`src/core/artp_pkg.sv`:
```
// Package of register map, field layout and constants for the reload timer
package artp_pkg;

    // ------------------------------------------------------------
    // Register offsets
    // ------------------------------------------------------------
    localparam logic [7:0] ARTP_OFF_MODE   = 8'hb8;
    localparam logic [7:0] ARTP_OFF_COUNT  = 8'hb9;
    localparam logic [7:0] ARTP_OFF_RELOAD = 8'hba;
    localparam logic [7:0] ARTP_OFF_DUTY   = 8'hbb;
    localparam logic [7:0] ARTP_OFF_STAT   = 8'hbf;

    // ------------------------------------------------------------
    // Mode register fields
    // ------------------------------------------------------------
    localparam int ARTP_MODE_PWM_EN_BIT  = 0;
    localparam int ARTP_MODE_OSC_SEL_BIT = 2;
    localparam int ARTP_MODE_EXT_SEL_BIT = 3;
    localparam int ARTP_MODE_RATE_LSB    = 4;
    localparam int ARTP_MODE_RUN_BIT     = 7;
    localparam logic [7:0] ARTP_MODE_WR_MASK = 8'hfd;

    // ------------------------------------------------------------
    // Status register fields
    // ------------------------------------------------------------
    localparam int ARTP_STAT_OVF_BIT  = 0;
    localparam int ARTP_STAT_IEN_BIT  = 1;
    localparam int ARTP_STAT_PINF_BIT = 2;

    // ------------------------------------------------------------
    // Reset values and counts
    // ------------------------------------------------------------
    localparam logic [7:0] ARTP_RST_MODE   = 8'h00;
    localparam logic [7:0] ARTP_RST_COUNT  = 8'h00;
    localparam logic [7:0] ARTP_RST_RELOAD = 8'h00;
    localparam logic [7:0] ARTP_RST_DUTY   = 8'h00;
    localparam logic [7:0] ARTP_FULL_SCALE = 8'hff;
    localparam int         ARTP_MAX_DIV    = 128;
    localparam int         ARTP_DIV_BITS   = 7;

    typedef enum logic {
        ARTP_SRC_CPU,
        ARTP_SRC_OSC
    } artp_src_t;

endpackage

```
`src/core/artp_prescaler.sv`:
```
// Power-of-two prescaler for the internal timer clock
`timescale 1ns/10ps
module artp_prescaler
    import artp_pkg::*;
#(
    parameter int DIV_BITS = ARTP_DIV_BITS
) (
    // Clock and reset
    input  wire logic       i_clk,
    input  wire logic       i_rst,
    // Source and rate
    input  wire logic       i_src_tick,
    input  wire logic [2:0] i_rate,
    // Divided tick
    output logic            o_tick
);

    logic [DIV_BITS-1:0] cnt_q;
    logic [DIV_BITS-1:0] cnt_d;
    logic [DIV_BITS-1:0] mask;

    // ------------------------------------------------------------
    // Mask of low bits that must be all ones
    // ------------------------------------------------------------
    assign mask   = {DIV_BITS{1'b1}} >> i_rate;
    assign cnt_d  = i_src_tick ? cnt_q + 1'b1 : cnt_q;
    assign o_tick = i_src_tick && ((cnt_q & mask) == mask);

    always_ff @(posedge i_clk or posedge i_rst) begin
        if (i_rst) begin
            cnt_q <= '0;
        end else begin
            cnt_q <= cnt_d;
        end
    end

endmodule // artp_prescaler

```
`src/core/artp_timer.sv`:
```
// Eight-bit auto-reload timer, event counter and PWM generator
//
// Operation
// Eight-bit up counter sets a sticky overflow flag that software clears.
// Software loads count and reload with one value before first enable.
// Each overflow reloads the counter automatically from the reload value.
// Reload writes go to a buffer, made active at the next overflow.
// Software changes the interval through reload, not the count, while running.
// Start value is 256 minus interval times timer clock rate.
// Counter equal to duty ends the PWM high phase.
// Duty is reload plus high width over timer clock period.
// External select counts falling edges of the event input pin.
// Overflow happens exactly on the wrap from full scale to zero.
// Event counting disables wake-up from the event input pin.
// Event counting disables the pin interrupt and holds its flag at zero.
// Running with PWM enabled drives the waveform onto the shared pin.
// Each PWM period is high first, then low.
// Each overflow ends the period and drives the output high again.
// Period changes while running take effect at the next reload.
// Resolution follows reload: zero gives 256 steps, 0x80 gives 128.
// Duty not above reload keeps the output low all period.
// PWM still sets the overflow flag and requests with enable set.
// Clearing PWM enable returns the pin to its port setting.
// Counter holds with run clear and counts on the timer clock when set.
// Prescale code 000 divides by 128, halving per step to 1.
// Event input is synchronised before falling edges are detected.
// Reset clears counter, reload buffers and duty; PWM inactive.
//
// The address-and-strobe port was decided locally.
`timescale 1ns/10ps
module artp_timer
    import artp_pkg::*;
(
    // Clock and reset
    input  wire logic       i_clk,
    input  wire logic       i_rst,
    // Register port
    input  wire logic [7:0] i_addr,
    input  wire logic [7:0] i_wdata,
    input  wire logic       i_wr,
    input  wire logic       i_rd,
    output logic      [7:0] o_rdata,
    // Instruction clock tick
    input  wire logic       i_cpu_tick,
    // Event input pin and its port functions
    input  wire logic       i_event_input_pin,
    input  wire logic       i_pin_wake_enable,
    input  wire logic       i_pin_irq_enable,
    output logic            o_pin_wake_enable,
    output logic            o_pin_irq,
    // Shared PWM output pin
    input  wire logic       i_port_out,
    input  wire logic       i_port_oe,
    output logic            o_pwm_output_pin,
    output logic            o_pwm_output_pin_oe,
    // Overflow request
    output logic            o_overflow_irq
);

    // ------------------------------------------------------------
    // Declarations
    // ------------------------------------------------------------
    logic [7:0] mode_q;
    logic [7:0] mode_d;
    logic [7:0] cnt_q;
    logic [7:0] cnt_d;
    logic [7:0] rld_buf_q;
    logic [7:0] rld_buf_d;
    logic [7:0] rld_act_q;
    logic [7:0] rld_act_d;
    logic [7:0] duty_q;
    logic [7:0] duty_d;
    logic       ovf_flag_q;
    logic       ovf_flag_d;
    logic       ovf_ien_q;
    logic       ovf_ien_d;
    logic       pin_flag_q;
    logic       pin_flag_d;
    logic       pwm_q;
    logic       pwm_d;
    logic       run_prev_q;
    logic [7:0] rdata_q;
    logic [7:0] rdata_d;
    logic       sync1_q;
    logic       sync2_q;
    logic       sync3_q;

    logic       run;
    logic       pwm_en;
    logic       ext_sel;
    logic [2:0] rate;
    artp_src_t  src;
    logic       src_tick;
    logic       pre_tick;
    logic       ev_fall;
    logic       cnt_tick;
    logic       ovf_evt;
    logic       run_rise;
    logic       sel_mode;
    logic       sel_cnt;
    logic       sel_rld;
    logic       sel_duty;
    logic       sel_stat;
    logic       wr_mode;
    logic       wr_cnt;
    logic       wr_rld;
    logic       wr_duty;
    logic       wr_stat;

    // ------------------------------------------------------------
    // Address decode
    // ------------------------------------------------------------
    assign sel_mode = (i_addr == ARTP_OFF_MODE);
    assign sel_cnt  = (i_addr == ARTP_OFF_COUNT);
    assign sel_rld  = (i_addr == ARTP_OFF_RELOAD);
    assign sel_duty = (i_addr == ARTP_OFF_DUTY);
    assign sel_stat = (i_addr == ARTP_OFF_STAT);
    assign wr_mode  = i_wr && sel_mode;
    assign wr_cnt   = i_wr && sel_cnt;
    assign wr_rld   = i_wr && sel_rld;
    assign wr_duty  = i_wr && sel_duty;
    assign wr_stat  = i_wr && sel_stat;

    // ------------------------------------------------------------
    // Mode fields
    // ------------------------------------------------------------
    assign run     = mode_q[ARTP_MODE_RUN_BIT];
    assign pwm_en  = mode_q[ARTP_MODE_PWM_EN_BIT];
    assign ext_sel = mode_q[ARTP_MODE_EXT_SEL_BIT];
    assign rate    = mode_q[ARTP_MODE_RATE_LSB +: 3];
    assign src     = mode_q[ARTP_MODE_OSC_SEL_BIT] ? ARTP_SRC_OSC : ARTP_SRC_CPU;
    assign mode_d  = wr_mode ? (i_wdata & ARTP_MODE_WR_MASK) : mode_q;

    // ------------------------------------------------------------
    // Timer clock selection
    // ------------------------------------------------------------
    assign src_tick = (src == ARTP_SRC_OSC) ? 1'b1 : i_cpu_tick;

    artp_prescaler #(
        .DIV_BITS (ARTP_DIV_BITS)
    ) artp_prescaler_inst (
        .i_clk      (i_clk),
        .i_rst      (i_rst),
        .i_src_tick (src_tick),
        .i_rate     (rate),
        .o_tick     (pre_tick)
    );

    assign ev_fall  = sync3_q && !sync2_q;
    assign cnt_tick = run && (ext_sel ? ev_fall : pre_tick);
    assign ovf_evt  = cnt_tick && (cnt_q == ARTP_FULL_SCALE) && !wr_cnt;
    assign run_rise = run && !run_prev_q;

    // ------------------------------------------------------------
    // Counter and reload
    // ------------------------------------------------------------
    assign cnt_d = wr_cnt   ? i_wdata :
                   ovf_evt  ? rld_buf_q :
                   cnt_tick ? cnt_q + 8'h01 : cnt_q;

    assign rld_buf_d = wr_rld ? i_wdata : rld_buf_q;
    assign rld_act_d = ovf_evt          ? rld_buf_q :
                       (wr_rld && !run) ? i_wdata : rld_act_q;
    assign duty_d    = wr_duty ? i_wdata : duty_q;

    // ------------------------------------------------------------
    // Flags, set wins over clear
    // ------------------------------------------------------------
    assign ovf_flag_d = ovf_evt ? 1'b1 :
                        (wr_stat && !i_wdata[ARTP_STAT_OVF_BIT]) ? 1'b0 : ovf_flag_q;
    assign ovf_ien_d  = wr_stat ? i_wdata[ARTP_STAT_IEN_BIT] : ovf_ien_q;
    assign pin_flag_d = ext_sel ? 1'b0 :
                        (ev_fall && i_pin_irq_enable) ? 1'b1 :
                        (wr_stat && !i_wdata[ARTP_STAT_PINF_BIT]) ? 1'b0 : pin_flag_q;

    // ------------------------------------------------------------
    // PWM waveform
    // ------------------------------------------------------------
    always_comb begin
        pwm_d = pwm_q;
        if (!run) begin
            pwm_d = 1'b0;
        end else if (ovf_evt) begin
            pwm_d = (duty_q > rld_buf_q);
        end else if (run_rise) begin
            pwm_d = (duty_q > cnt_q);
        end else if (cnt_q == duty_q) begin
            pwm_d = 1'b0;
        end
    end

    // ------------------------------------------------------------
    // Read data
    // ------------------------------------------------------------
    always_comb begin
        rdata_d = 8'h00;
        if (!i_rd) begin
            rdata_d = 8'h00;
        end else if (sel_mode) begin
            rdata_d = mode_q;
        end else if (sel_cnt) begin
            rdata_d = cnt_q;
        end else if (sel_duty) begin
            rdata_d = duty_q;
        end else if (sel_stat) begin
            rdata_d = {5'h00, pin_flag_q, ovf_ien_q, ovf_flag_q};
        end
    end

    // ------------------------------------------------------------
    // Registers
    // ------------------------------------------------------------
    always_ff @(posedge i_clk or posedge i_rst) begin
        if (i_rst) begin
            mode_q     <= ARTP_RST_MODE;
            cnt_q      <= ARTP_RST_COUNT;
            rld_buf_q  <= ARTP_RST_RELOAD;
            rld_act_q  <= ARTP_RST_RELOAD;
            duty_q     <= ARTP_RST_DUTY;
            ovf_flag_q <= 1'b0;
            ovf_ien_q  <= 1'b0;
            pin_flag_q <= 1'b0;
            pwm_q      <= 1'b0;
            run_prev_q <= 1'b0;
            rdata_q    <= 8'h00;
        end else begin
            mode_q     <= mode_d;
            cnt_q      <= cnt_d;
            rld_buf_q  <= rld_buf_d;
            rld_act_q  <= rld_act_d;
            duty_q     <= duty_d;
            ovf_flag_q <= ovf_flag_d;
            ovf_ien_q  <= ovf_ien_d;
            pin_flag_q <= pin_flag_d;
            pwm_q      <= pwm_d;
            run_prev_q <= run;
            rdata_q    <= rdata_d;
        end
    end

    // ------------------------------------------------------------
    // Event input synchroniser
    // ------------------------------------------------------------
    always_ff @(posedge i_clk or posedge i_rst) begin
        if (i_rst) begin
            sync1_q <= 1'b1;
            sync2_q <= 1'b1;
            sync3_q <= 1'b1;
        end else begin
            sync1_q <= i_event_input_pin;
            sync2_q <= sync1_q;
            sync3_q <= sync2_q;
        end
    end

    // ------------------------------------------------------------
    // Outputs
    // ------------------------------------------------------------
    assign o_rdata             = rdata_q;
    assign o_overflow_irq      = ovf_flag_q && ovf_ien_q;
    assign o_pin_wake_enable   = i_pin_wake_enable && !ext_sel;
    assign o_pin_irq           = pin_flag_q;
    assign o_pwm_output_pin    = (run && pwm_en) ? pwm_q : i_port_out;
    assign o_pwm_output_pin_oe = (run && pwm_en) ? 1'b1 : i_port_oe;
endmodule // artp_timer

```
`config.mk`:
```
export PLATFORM = sky130hd
export DESIGN_NAME = artp_timer
export DESIGN_NICKNAME = d
export VERILOG_FILES = /design/src/core/artp_pkg.sv /design/src/core/artp_prescaler.sv /design/src/core/artp_timer.sv
export SDC_FILE = /design/constraint.sdc
export NUM_CORES = 1
export LEC_CHECK = 0
export BUFFER_PORTS_ARGS = -buffer_cell sky130_fd_sc_hd__clkbuf_2
export CORE_MARGIN = 5
export CORE_UTILIZATION = 25
export CTS_CLUSTER_DIAMETER = 80
export DETAILED_ROUTE_END_ITERATION = 10
export GPL_ROUTABILITY_DRIVEN = 0
export PLACE_DENSITY_LB_ADDON = 0.08
export SKIP_LAST_GASP = 1
export SLEW_MARGIN = 40
export SYNTH_ARGS = -nofsm -noshare
export SYNTH_HDL_FRONTEND = slang
export SYNTH_SLANG_ARGS = --single-unit
```
`constraint.sdc`:
```
create_clock -name i_clk -period 2.35 [get_ports i_clk]
set_input_delay 0.47 -clock i_clk [delete_from_list [all_inputs] [get_ports i_clk]]
set_output_delay 0.47 -clock i_clk [all_outputs]
set_load 0.03 [all_outputs]
```
==> flow_summary.ini, run 1 <==
[synthesis]
synthTopCellsByArea = dfrtp_1 (42%), ha_1 (7.4%), mux2_2 (4.4%)
synthesis.instances = 295
ys_types = 48
syn_area_per_cell_um2 = 10.3
synth_edf_count = 0
syn-cell-area_um2 = 3040
synth_area_leader_cell = dfrtp_1
synth-main-ff-cell = dfrtp_1
ys_ff_latch = 54
yosysTopAreaCellShare_pct = 41.9
async_reset_ff_share_pct = 100
syn-num-nets = 339
ys_warn_count = 0
ys_seq_area_share_pct = 44.5

[timing]
clock.fmax_ghz = 0.520
fin_crit_sh_pct = 81.8
timing.final.ws_setup_ns = 0.427
slew_headroom_pct = 66.7
rsz0062_at_grt = false
period_needed_ns = 1.92
tns_ns = 0
setup_violations = 0
final_hold_viol_count = 0
worst_slew_pin_slew_ns = 0.499
clock-skew-final_ns = 0.00823
maxSlewViolCount = 0

[final_layout]
regArea_um2 = 1360
diodes = 0
fillers = 1252
multiInputGateArea_um2 = 1560
drive_gt1_share_pct = 27.1
finalNetCount = 390
area_delta_synth_final_pct = 20.1

[critical_path]
path_class = reg2reg
path_cells = ha_1 > and3_1 > nand3_1 > buf_4 > mux2_2 > mux2i_1 > o21ai_0
end_kind = register
cpPeakStageDelay_ns = 0.38
worstSetupStartpointType = register
cp_max_fo = 5
cp.arrival_ns = 2.10
required_ns = 2.53
crit_slowest_cell = dfrtp_1

[floorplan]
coreArea_um2 = 12000
dieArea_um2 = 14500
rows = 40
die_w_um = 120
start_util_pct = 25.4
io_pins = 39
die_y_um = 120

[clock_network]
clkTransAtPathRegs_ns = 0.07
clkSinkCount = 54
ctsLongestPathBuffers = 2
clk-insertion-delay-late_ns = 0.30
cts_resized = 0
cts_setup_buffers = 0
root_buffer = clkbuf_16
cts.htree.levels = 2
hold_buffers = 0
cts_tree = built
numCtsBuffers = 5

[power_and_ir_drop]
powerDensity_nw_per_um2 = 660
fin_total_pwr_mw = 2.41
leakage_nw = 1.79
irDropWorstVdd_uv = 228

[routing]
num_vias = 2326
post_drt_wl_per_cell_um = 17.2
ant_nets = 0
drtIter0Drc = 100
via_per_inst = 4.71
routed_wl_um = 8490
drcViolationCount = 0
drt-pass1-iter-count = 4

[place]
io_buffer_count = 38
place_ws_ns = 0.114
dpl.hpwl_um = 6630

[outcome]
run_status = finished clean

[global_route]
grt_pass1_wl_um = 13700
track_usage_pct = 12.3
grt_max_degree = 33
antenna_found_initial = 0
overflow = 0
grt_pass1_vias = 2457

[hold_path]
hold_path_class = in2async

[run]
cap_violations = 0
==> metrics by stage <==
stage	util, %	area, µm²	hold slack, ns	std cells
floorplan	-	3040	0.345	295
global placement	29.1	3480	0.361	486
CTS	30.6	3650	0.207	494
finish	30.6	3650	0.201	494
detailed placement	29.1	3480	0.357	486
global route	30.6	3650	0.240	494
==> power by group <==
part / leakage, nW / switching [mW] / total (mW) / internal, mW
registers: 0.680 / 0.114 / 1.15 / 1.03
logic: 1.02 / 0.203 / 0.384 / 0.181
clock network: 0.0844 / 0.371 / 0.881 / 0.510
total: 1.79 / 0.687 / 2.41 / 1.72
==> state kept, by name, indices dropped and copies added, names as in the netlist <==
name and cells:
pwm_q 1, o_rdata 8, sync2_q 1, cnt_q 8, sync1_q 1, run_prev_q 1, duty_q 8, sync3_q 1
mode_q 7, artp_prescaler_inst.cnt_q 7, o_pin_irq 1, rld_buf_q 8, ovf_flag_q 1, ovf_ien_q 1
==> kinds of logic (layout without fill, tap and decap cells) <==
logic type / after synthesis / in the layout / share of synthesized area, %
and+or+nand+nor: 90 / 90 / 15.7
xor gates and xnor gates: 9 / 9 / 2.59
adders and majority gates: 18 / 18 / 7.40
DFF: 54 / 54 / 44.5
buffers and inverters: 31 / 83 / 4.28
AOI/OAI and AO/OA: 63 / 63 / 13.8
muxes: 30 / 30 / 11.7
==> synth_stat cells (3+ instances only) <==
| master | count |
|---|---|
| o211ai_1 | 4 |
| o31ai_1 | 3 |
| inv_1 | 22 |
| xnor2_1 | 7 |
| dfstp_2 | 3 |
| nand2b_1 | 4 |
| ha_1 | 18 |
| mux2_4 | 8 |
| mux2i_1 | 10 |
| and3_1 | 5 |
| dfrtp_1 | 51 |
| o21ai_0 | 21 |
| o211a_1 | 3 |
| a21oi_1 | 14 |
| clkbuf_1 | 5 |
| nand4_1 | 9 |
| mux2_2 | 12 |
| nand3_1 | 7 |
| nand2_1 | 35 |
| nor2_1 | 12 |
| nor2b_1 | 5 |
==> area by class of cell <==
type / count / share of cell area, %
tap: 147 / 5.03
multi-input combinational: 210 / 42.6
inverter: 22 / 2.26
clock buffer: 5 / 3.42
timing repair buffer: 53 / 8.28
sequential: 54 / 37.1
clock inverter: 3 / 1.30
==> worst max-delay path, delay by kind of cell, from the launching register on <==
| family | cells | cell delay [ns] |
|---|---|---|
| adders and majority gates | 1 | 0.23 |
| and+or+nand+nor | 2 | 0.49 |
| muxes | 2 | 0.44 |
| DFF | 1 | 0.38 |
| buffers and inverters | 1 | 0.18 |
| AOI/OAI and AO/OA | 1 | 0.08 |
==> per-layer routing <==
metal / track usage (%) / part of all wire [%] / wire (µm) / up-vias
met5: 0 / 0 / 0 / -
met4: 3.97 / 1.9 / 159 / 0
met3: 2.25 / 3.0 / 254 / 13
met2: 18.9 / 45 / 3820 / 44
met1: 17.6 / 50 / 4260 / 1115
li1: - / - / - / 1154
==> layout by cell type (no fill, tap or decap), types with 8 or more instances in the layout <==
cell      instances
inv_1            21
o21ai_0          21
buf_4            15
mux2_4            8
ha_1             18
nand2_1          35
mux2i_1          10
nand4_1           9
clkbuf_2         38
a21oi_1          14
dfrtp_1          51
nor2_1           12
mux2_2           12
==> final timing paths <==
check / start / end / slack (ns) / depth (start not counted)
max: cnt_q[0]$_DFFE_PP0P_ / cnt_q[1]$_DFFE_PP0P_ / 0.43 / 7
min: i_rst / o_rdata[1]$_DFF_PP0_ / 0.20 / 3
max reg2reg: cnt_q[0]$_DFFE_PP0P_ / cnt_q[1]$_DFFE_PP0P_ / 0.43 / 7
min reg2reg: sync1_q$_DFF_PP1_ / sync2_q$_DFF_PP1_ / 0.36 / 0
max in group asynchronous: i_rst / sync1_q$_DFF_PP1_ / 1.78 / 3
min in group i_clk: i_event_input_pin / sync1_q$_DFF_PP1_ / 0.25 / 1
Note: power is estimated with default switching activity, not from simulation.
==> run 2, diff against run 1 <==
clock period = 1.7 ns   (was 2.35 ns; I/O delays follow)
==> flow_summary.ini, run 2 (same netlist as run 1, synthesis figures left out) <==
[clock_network]
ctsLongestPathBuffers = 2
numCtsBuffers = 5
clkTransAtPathRegs_ns = 0.08
clkSinkCount = 54
clk-insertion-delay-late_ns = 0.30
cts.htree.levels = 2
hold_buffers = 0
root_buffer = clkbuf_16
cts_tree = built

[routing]
routed_wl_um = 8800
drcViolationCount = 0
ant_nets = 0
drtIter0Drc = 71
num_vias = 2407
via_per_inst = 4.59
drt-pass1-iter-count = 4
post_drt_wl_per_cell_um = 16.8

[final_layout]
drive_gt1_share_pct = 34.7
fillers = 1223
diodes = 0
area_delta_synth_final_pct = 30.1
layout.cells.most_common = dfrtp_1
final_cell_mix = dfrtp_1 (50), buf_4 (41), clkbuf_2 (37)
finalNetCount = 420
final_core_util_pct = 33.1
post-route-cell-area_um2 = 3960

[critical_path]
cpPeakStageDelay_ns = 0.38
path_cells = o21ai_1 > a2111oi_4 > a2bb2oi_2 > buf_12 > a41oi_1 > o31ai_1
cp.arrival_ns = 1.89
crit_slowest_cell = dfrtp_1
reg2reg_depth = 6
worstSetupStartpoint = mode_q[5]$_DFFE_PP0P_
path_class = reg2reg
reg2reg_from = mode_q[5]$_DFFE_PP0P_
worstSetupStartpointType = register
cp_max_fo = 11
reg2reg_setup_slack_ns = 0.03
end_kind = register
r2r-end = cnt_q[6]$_DFFE_PP0P_
required_ns = 1.91

[hold_path]
hold_path_class = in2async

[outcome]
run_status = finished clean

[power_and_ir_drop]
irDropWorstVdd_uv = 326
leakage_nw = 1.96
powerDensity_nw_per_um2 = 844
fin_total_pwr_mw = 3.34

[global_route]
antenna_found_initial = 0
grt_pass1_vias = 2586
grt_max_degree = 23
grt_pass1_wl_um = 14300
track_usage_pct = 12.7
overflow = 0

[timing]
maxSlewViolCount = 0
fin_crit_sh_pct = 98.5
clock-skew-final_ns = 0.00626
timing.final.ws_setup_ns = 0.0252
slew_headroom_pct = 68.4
final_hold_viol_count = 0
clock.fmax_ghz = 0.597
worst_slew_pin_slew_ns = 0.474
period_needed_ns = 1.67
rsz0062_at_grt = true
setup_violations = 0

[floorplan]
coreArea_um2 = 12000
die_y_um = 120
dieArea_um2 = 14500
die_w_um = 120
rows = 40
io_pins = 39
start_util_pct = 25.4

[run]
cap_violations = 0

[place]
place_ws_ns = -0.203
dpl.hpwl_um = 7050
place_area_um2 = 3740
io_buffer_count = 38
[run 2: changes by cell type in the layout (fill, tap and decap cells not counted), moves of 2 or more]
cell	delta
buf_12	+4
nand2_1	-2
o21ai_1	+3
o21ai_0	-4
buf_4	+26
[run 2: final cells by class]
class	instances	area [µm²]	area share [%]
flip-flops and latches	54	1360	34.2
well taps	147	184	4.64
clock buffers	5	125	3.16
repair buffers	83	587	14.8
inverters	22	82.6	2.09
clock inverters	3	25.0	0.632
multi-input cells	210	1600	40.4
[run 2: per-stage QoR]
| stage | hold slack, ns | TNS (ns) | instances |
|---|---|---|---|
| after CTS | 0.0544 | -0.0432 | 523 |
| after global routing | 0.0778 | -0.485 | 524 |
| after global placement | 0.348 | -3.69 | 515 |
| final | 0.0400 | 0 | 524 |
| after floorplan | 0.344 | -0.981 | 295 |
| after detailed placement | 0.347 | -3.29 | 515 |
[run 2: routing by layer]
metal  vias to the layer above  share of wire, %  global-route usage (%)
li1                       1211                 -                       -
met1                      1156                50                    17.7
met2                        36                46                    20.8
met3                         4               2.8                    2.39
met4                         0              0.58                    2.34
met5                         -                 0                       0
[run 2: where the power goes]
| group | switching, mW | internal [mW] | leakage, nW |
|---|---|---|---|
| combinational | 0.362 | 0.342 | 1.21 |
| sequential | 0.120 | 1.43 | 0.679 |
| clock | 0.532 | 0.557 | 0.0704 |
[run 2: how the worst max path moves through the flow]
stage / endpoint / cells after the start
after CTS: o_pwm_output_pin / 3
final: cnt_q[6]$_DFFE_PP0P_ / 6
after global placement: duty_q[4]$_DFFE_PP0P_ / 6
after detailed placement: duty_q[2]$_DFFE_PP0P_ / 6
after global routing: cnt_q[6]$_DFFE_PP0P_ / 6
after floorplan: duty_q[0]$_DFFE_PP0P_ / 5
[run 2: timing repair]
item / 4_1_cts / 5_1_grt
setup buffers: 0 / 1
pin swaps: 3 / 2
gates resized for setup: 7 / 8
endpoints found under the setup margin: 4 / 11
gates cloned: 0 / 0
[run 2: critical path: cells and delay by family, from the launching register on]
kind                   cells  cell delay, ns
buffers and inverters      1            0.17
AO/OA/AOI/OAI              5            1.03
flip-flops                 1            0.38
==> run 3, diff against run 2 <==
ABC_AREA = 1   (was unset)
CAP_MARGIN = 30   (was unset)
==> flow_summary.ini, run 3 <==
[outcome]
run_status = finished clean

[final_layout]
final_cell_mix = nand2_1 (104), inv_1 (61), dfrtp_1 (50)
layout.cells.most_common = nand2_1
fillers = 1375
final_core_util_pct = 31.2
diodes = 0
multiInputGateArea_um2 = 1510
area_delta_synth_final_pct = 23.7
regArea_um2 = 1360
drive_gt1_share_pct = 22.6
finalNetCount = 504

[global_route]
track_usage_pct = 13.0
antenna_found_initial = 0
overflow = 0
grt_pass1_vias = 2652
grt_pass1_wl_um = 14600
grt_max_degree = 55

[critical_path]
reg2reg_depth = 8
worstSetupStartpointType = register
end_kind = output port
cp_max_fo = 2
r2r-end = pwm_q$_DFFE_PP0P_
cp.arrival_ns = 1.31
path_class = reg2out
reg2reg_from = duty_q[7]$_DFFE_PP0P_
required_ns = 1.36
reg2reg_setup_slack_ns = 0.15

[floorplan]
die_y_um = 122
die_w_um = 122
io_pins = 39
rows = 41
start_util_pct = 25.2
dieArea_um2 = 14900
coreArea_um2 = 12500

[timing]
clock.fmax_ghz = 0.604
worst_slew_pin_slew_ns = 0.359
setup_violations = 0
period_needed_ns = 1.65
slew_headroom_pct = 76.0
hold_slack_ns = 0.0701
final_hold_viol_count = 0
tns_ns = 0
fin_crit_sh_pct = 97.3
clock-skew-final_ns = 0.00765
rsz0062_at_grt = false
maxSlewViolCount = 0

[synthesis]
ys_seq_area_share_pct = 43.1
yosys-top-cells-count = nand2_1 (105), inv_1 (62), dfrtp_1 (51), o21ai_0 (31), nor2_1 (23)
synthesis.instances = 398
async_reset_ff_share_pct = 100
synth-main-ff-cell = dfrtp_1
synth_area_leader_cell = dfrtp_1
ys_ff_latch = 54
synthSimpleGateAreaFrac_pct = 26.0
syn_area_per_cell_um2 = 7.91
ys_warn_count = 0
synth_compound_area_share_pct = 10.8
syn-num-nets = 442
synth_edf_count = 0
synth.most_common_cell = nand2_1
ys_types = 35
synthAdderAreaFrac_pct = 7.16
yosysTopAreaCellShare_pct = 40.6
syn-cell-area_um2 = 3150
synth_mux_area_share_pct = 0.716
yosys.area_share.xor_xnor_pct = 3.34
synthTopCellsByArea = dfrtp_1 (41%), nand2_1 (13%), inv_1 (7.4%)
synth_top_family_by_area = simple AND/OR/NAND/NOR gates

[power_and_ir_drop]
leakage_nw = 2.02
powerDensity_nw_per_um2 = 856
irDropWorstVdd_uv = 530
combinationalPowerShare_pct = 17.3
swShare_pct = 29.0
p_sw_uw = 966
intPower_mw = 2.37
seq_power_share_pct = 46.3
clockPowerShare_pct = 36.5

[routing]
post_drt_wl_per_cell_um = 14.0
via_per_inst = 4.25
drtIter0Drc = 147
drt-pass1-iter-count = 4
drcViolationCount = 0
routed_wl_um = 8860
num_vias = 2690
ant_nets = 0

[place]
io_buffer_count = 38
dpl.hpwl_um = 6990

[clock_network]
ctsLongestPathBuffers = 2
root_buffer = clkbuf_16
clk-insertion-delay-late_ns = 0.31
clkSinkCount = 54
cts.htree.levels = 2
clkTransAtPathRegs_ns = 0.08
cts_tree = built
numCtsBuffers = 5

[hold_path]
hold_path_class = in2async

[run]
cap_violations = 0
-- run 3: cell types whose count changed in the layout (fill, tap and decap cells not counted), sizes merged, moves of 12 or more --
cell	previous run	this run
nand3	7	23
nand2	35	121
o21ai	22	34
nor2	12	25
inv	23	65
mux2	20	2
buf	45	24
-- run 3: layer usage --
layer | vias to the layer above | share of wire (%) | track usage (%)
li1 | 1391 | - | -
met1 | 1251 | 49 | 17.6
met2 | 41 | 46 | 20.3
met3 | 7 | 3.8 | 3.06
met4 | 0 | 1.2 | 4.41
met5 | - | 0 | 0
-- run 3: worst max path at each step --
stage | startpoint | end | slack, ns | depth (start not counted)
finish | mode_q[0]$_DFFE_PP0P_ | o_pwm_output_pin | 0.05 | 3
CTS | mode_q[0]$_DFFE_PP0P_ | o_pwm_output_pin | 0.005 | 3
global placement | i_addr[0] | o_pin_irq$_DFFE_PP0P_ | 0.10 | 8
detailed placement | i_addr[2] | cnt_q[4]$_DFFE_PP0P_ | 0.11 | 10
floorplan | i_rst | artp_prescaler_inst.cnt_q[0]$_DFFE_PP0N_ | 0.05 | 1
global route | cnt_q[0]$_DFFE_PP0P_ | cnt_q[7]$_DFFE_PP0P_ | 0.004 | 10
-- run 3: repair_timing --
action | 4_1_cts | 5_1_grt
pin swaps | 0 | 1
buffers inserted | 1 | 1
hold endpoints to repair | 0 | 0
resized for setup | 2 | 3
setup endpoints to repair | 1 | 2
hold buffers | 0 | 0
-- run 3: area by class of cell --
type | instances | share of cell area, %
clock buffers | 5 | 3.21
well taps | 172 | 5.53
flip-flops and latches | 54 | 34.8
multi-input cells | 274 | 38.9
inverters | 64 | 6.17
clock inverters | 3 | 1.25
repair buffers | 61 | 10.1
-- run 3: cells by family (layout without fill, tap and decap cells) --
kind of cell,after synthesis,count (layout)
and+or+nand+nor,183,183
buffers and inverters,70,133
AOI/OAI and AO/OA,59,59
DFF,54,54
adders and majority gates,18,18
xor gates and xnor gates,12,12
muxes,2,2
-- run 3: power groups by stage --
| stage | registers (mW) | logic (mW) | clock network, mW |
|---|---|---|---|
| finish | 1.54 | 0.575 | 1.22 |
| global route | 1.56 | 0.681 | 1.34 |
| CTS | 1.54 | 0.586 | 1.27 |
| detailed placement | 1.57 | 0.581 | 0 |
| global placement | 1.57 | 0.578 | 0 |
| floorplan | 1.55 | 0.391 | 0 |
-- run 3: per-stage QoR --
step / power [mW] / area, µm² / cells / worst slack (ns)
2_1_floorplan: 1.94 / 3150 / 398 / 0.0504
3_3_place_gp: 2.14 / 3690 / 623 / 0.104
3_5_place_dp: 2.15 / 3690 / 623 / 0.108
4_1_cts: 3.40 / 3880 / 632 / 0.00549
5_1_grt: 3.58 / 3890 / 633 / 0.00381
6_report: 3.33 / 3890 / 633 / 0.0451
-- run 3: worst max-delay path, stage by stage (launching register included) --
cell,delay [ns]
dfrtp_1,0.43
nand2_2,0.11
mux2_2,0.34
buf_6,0.14
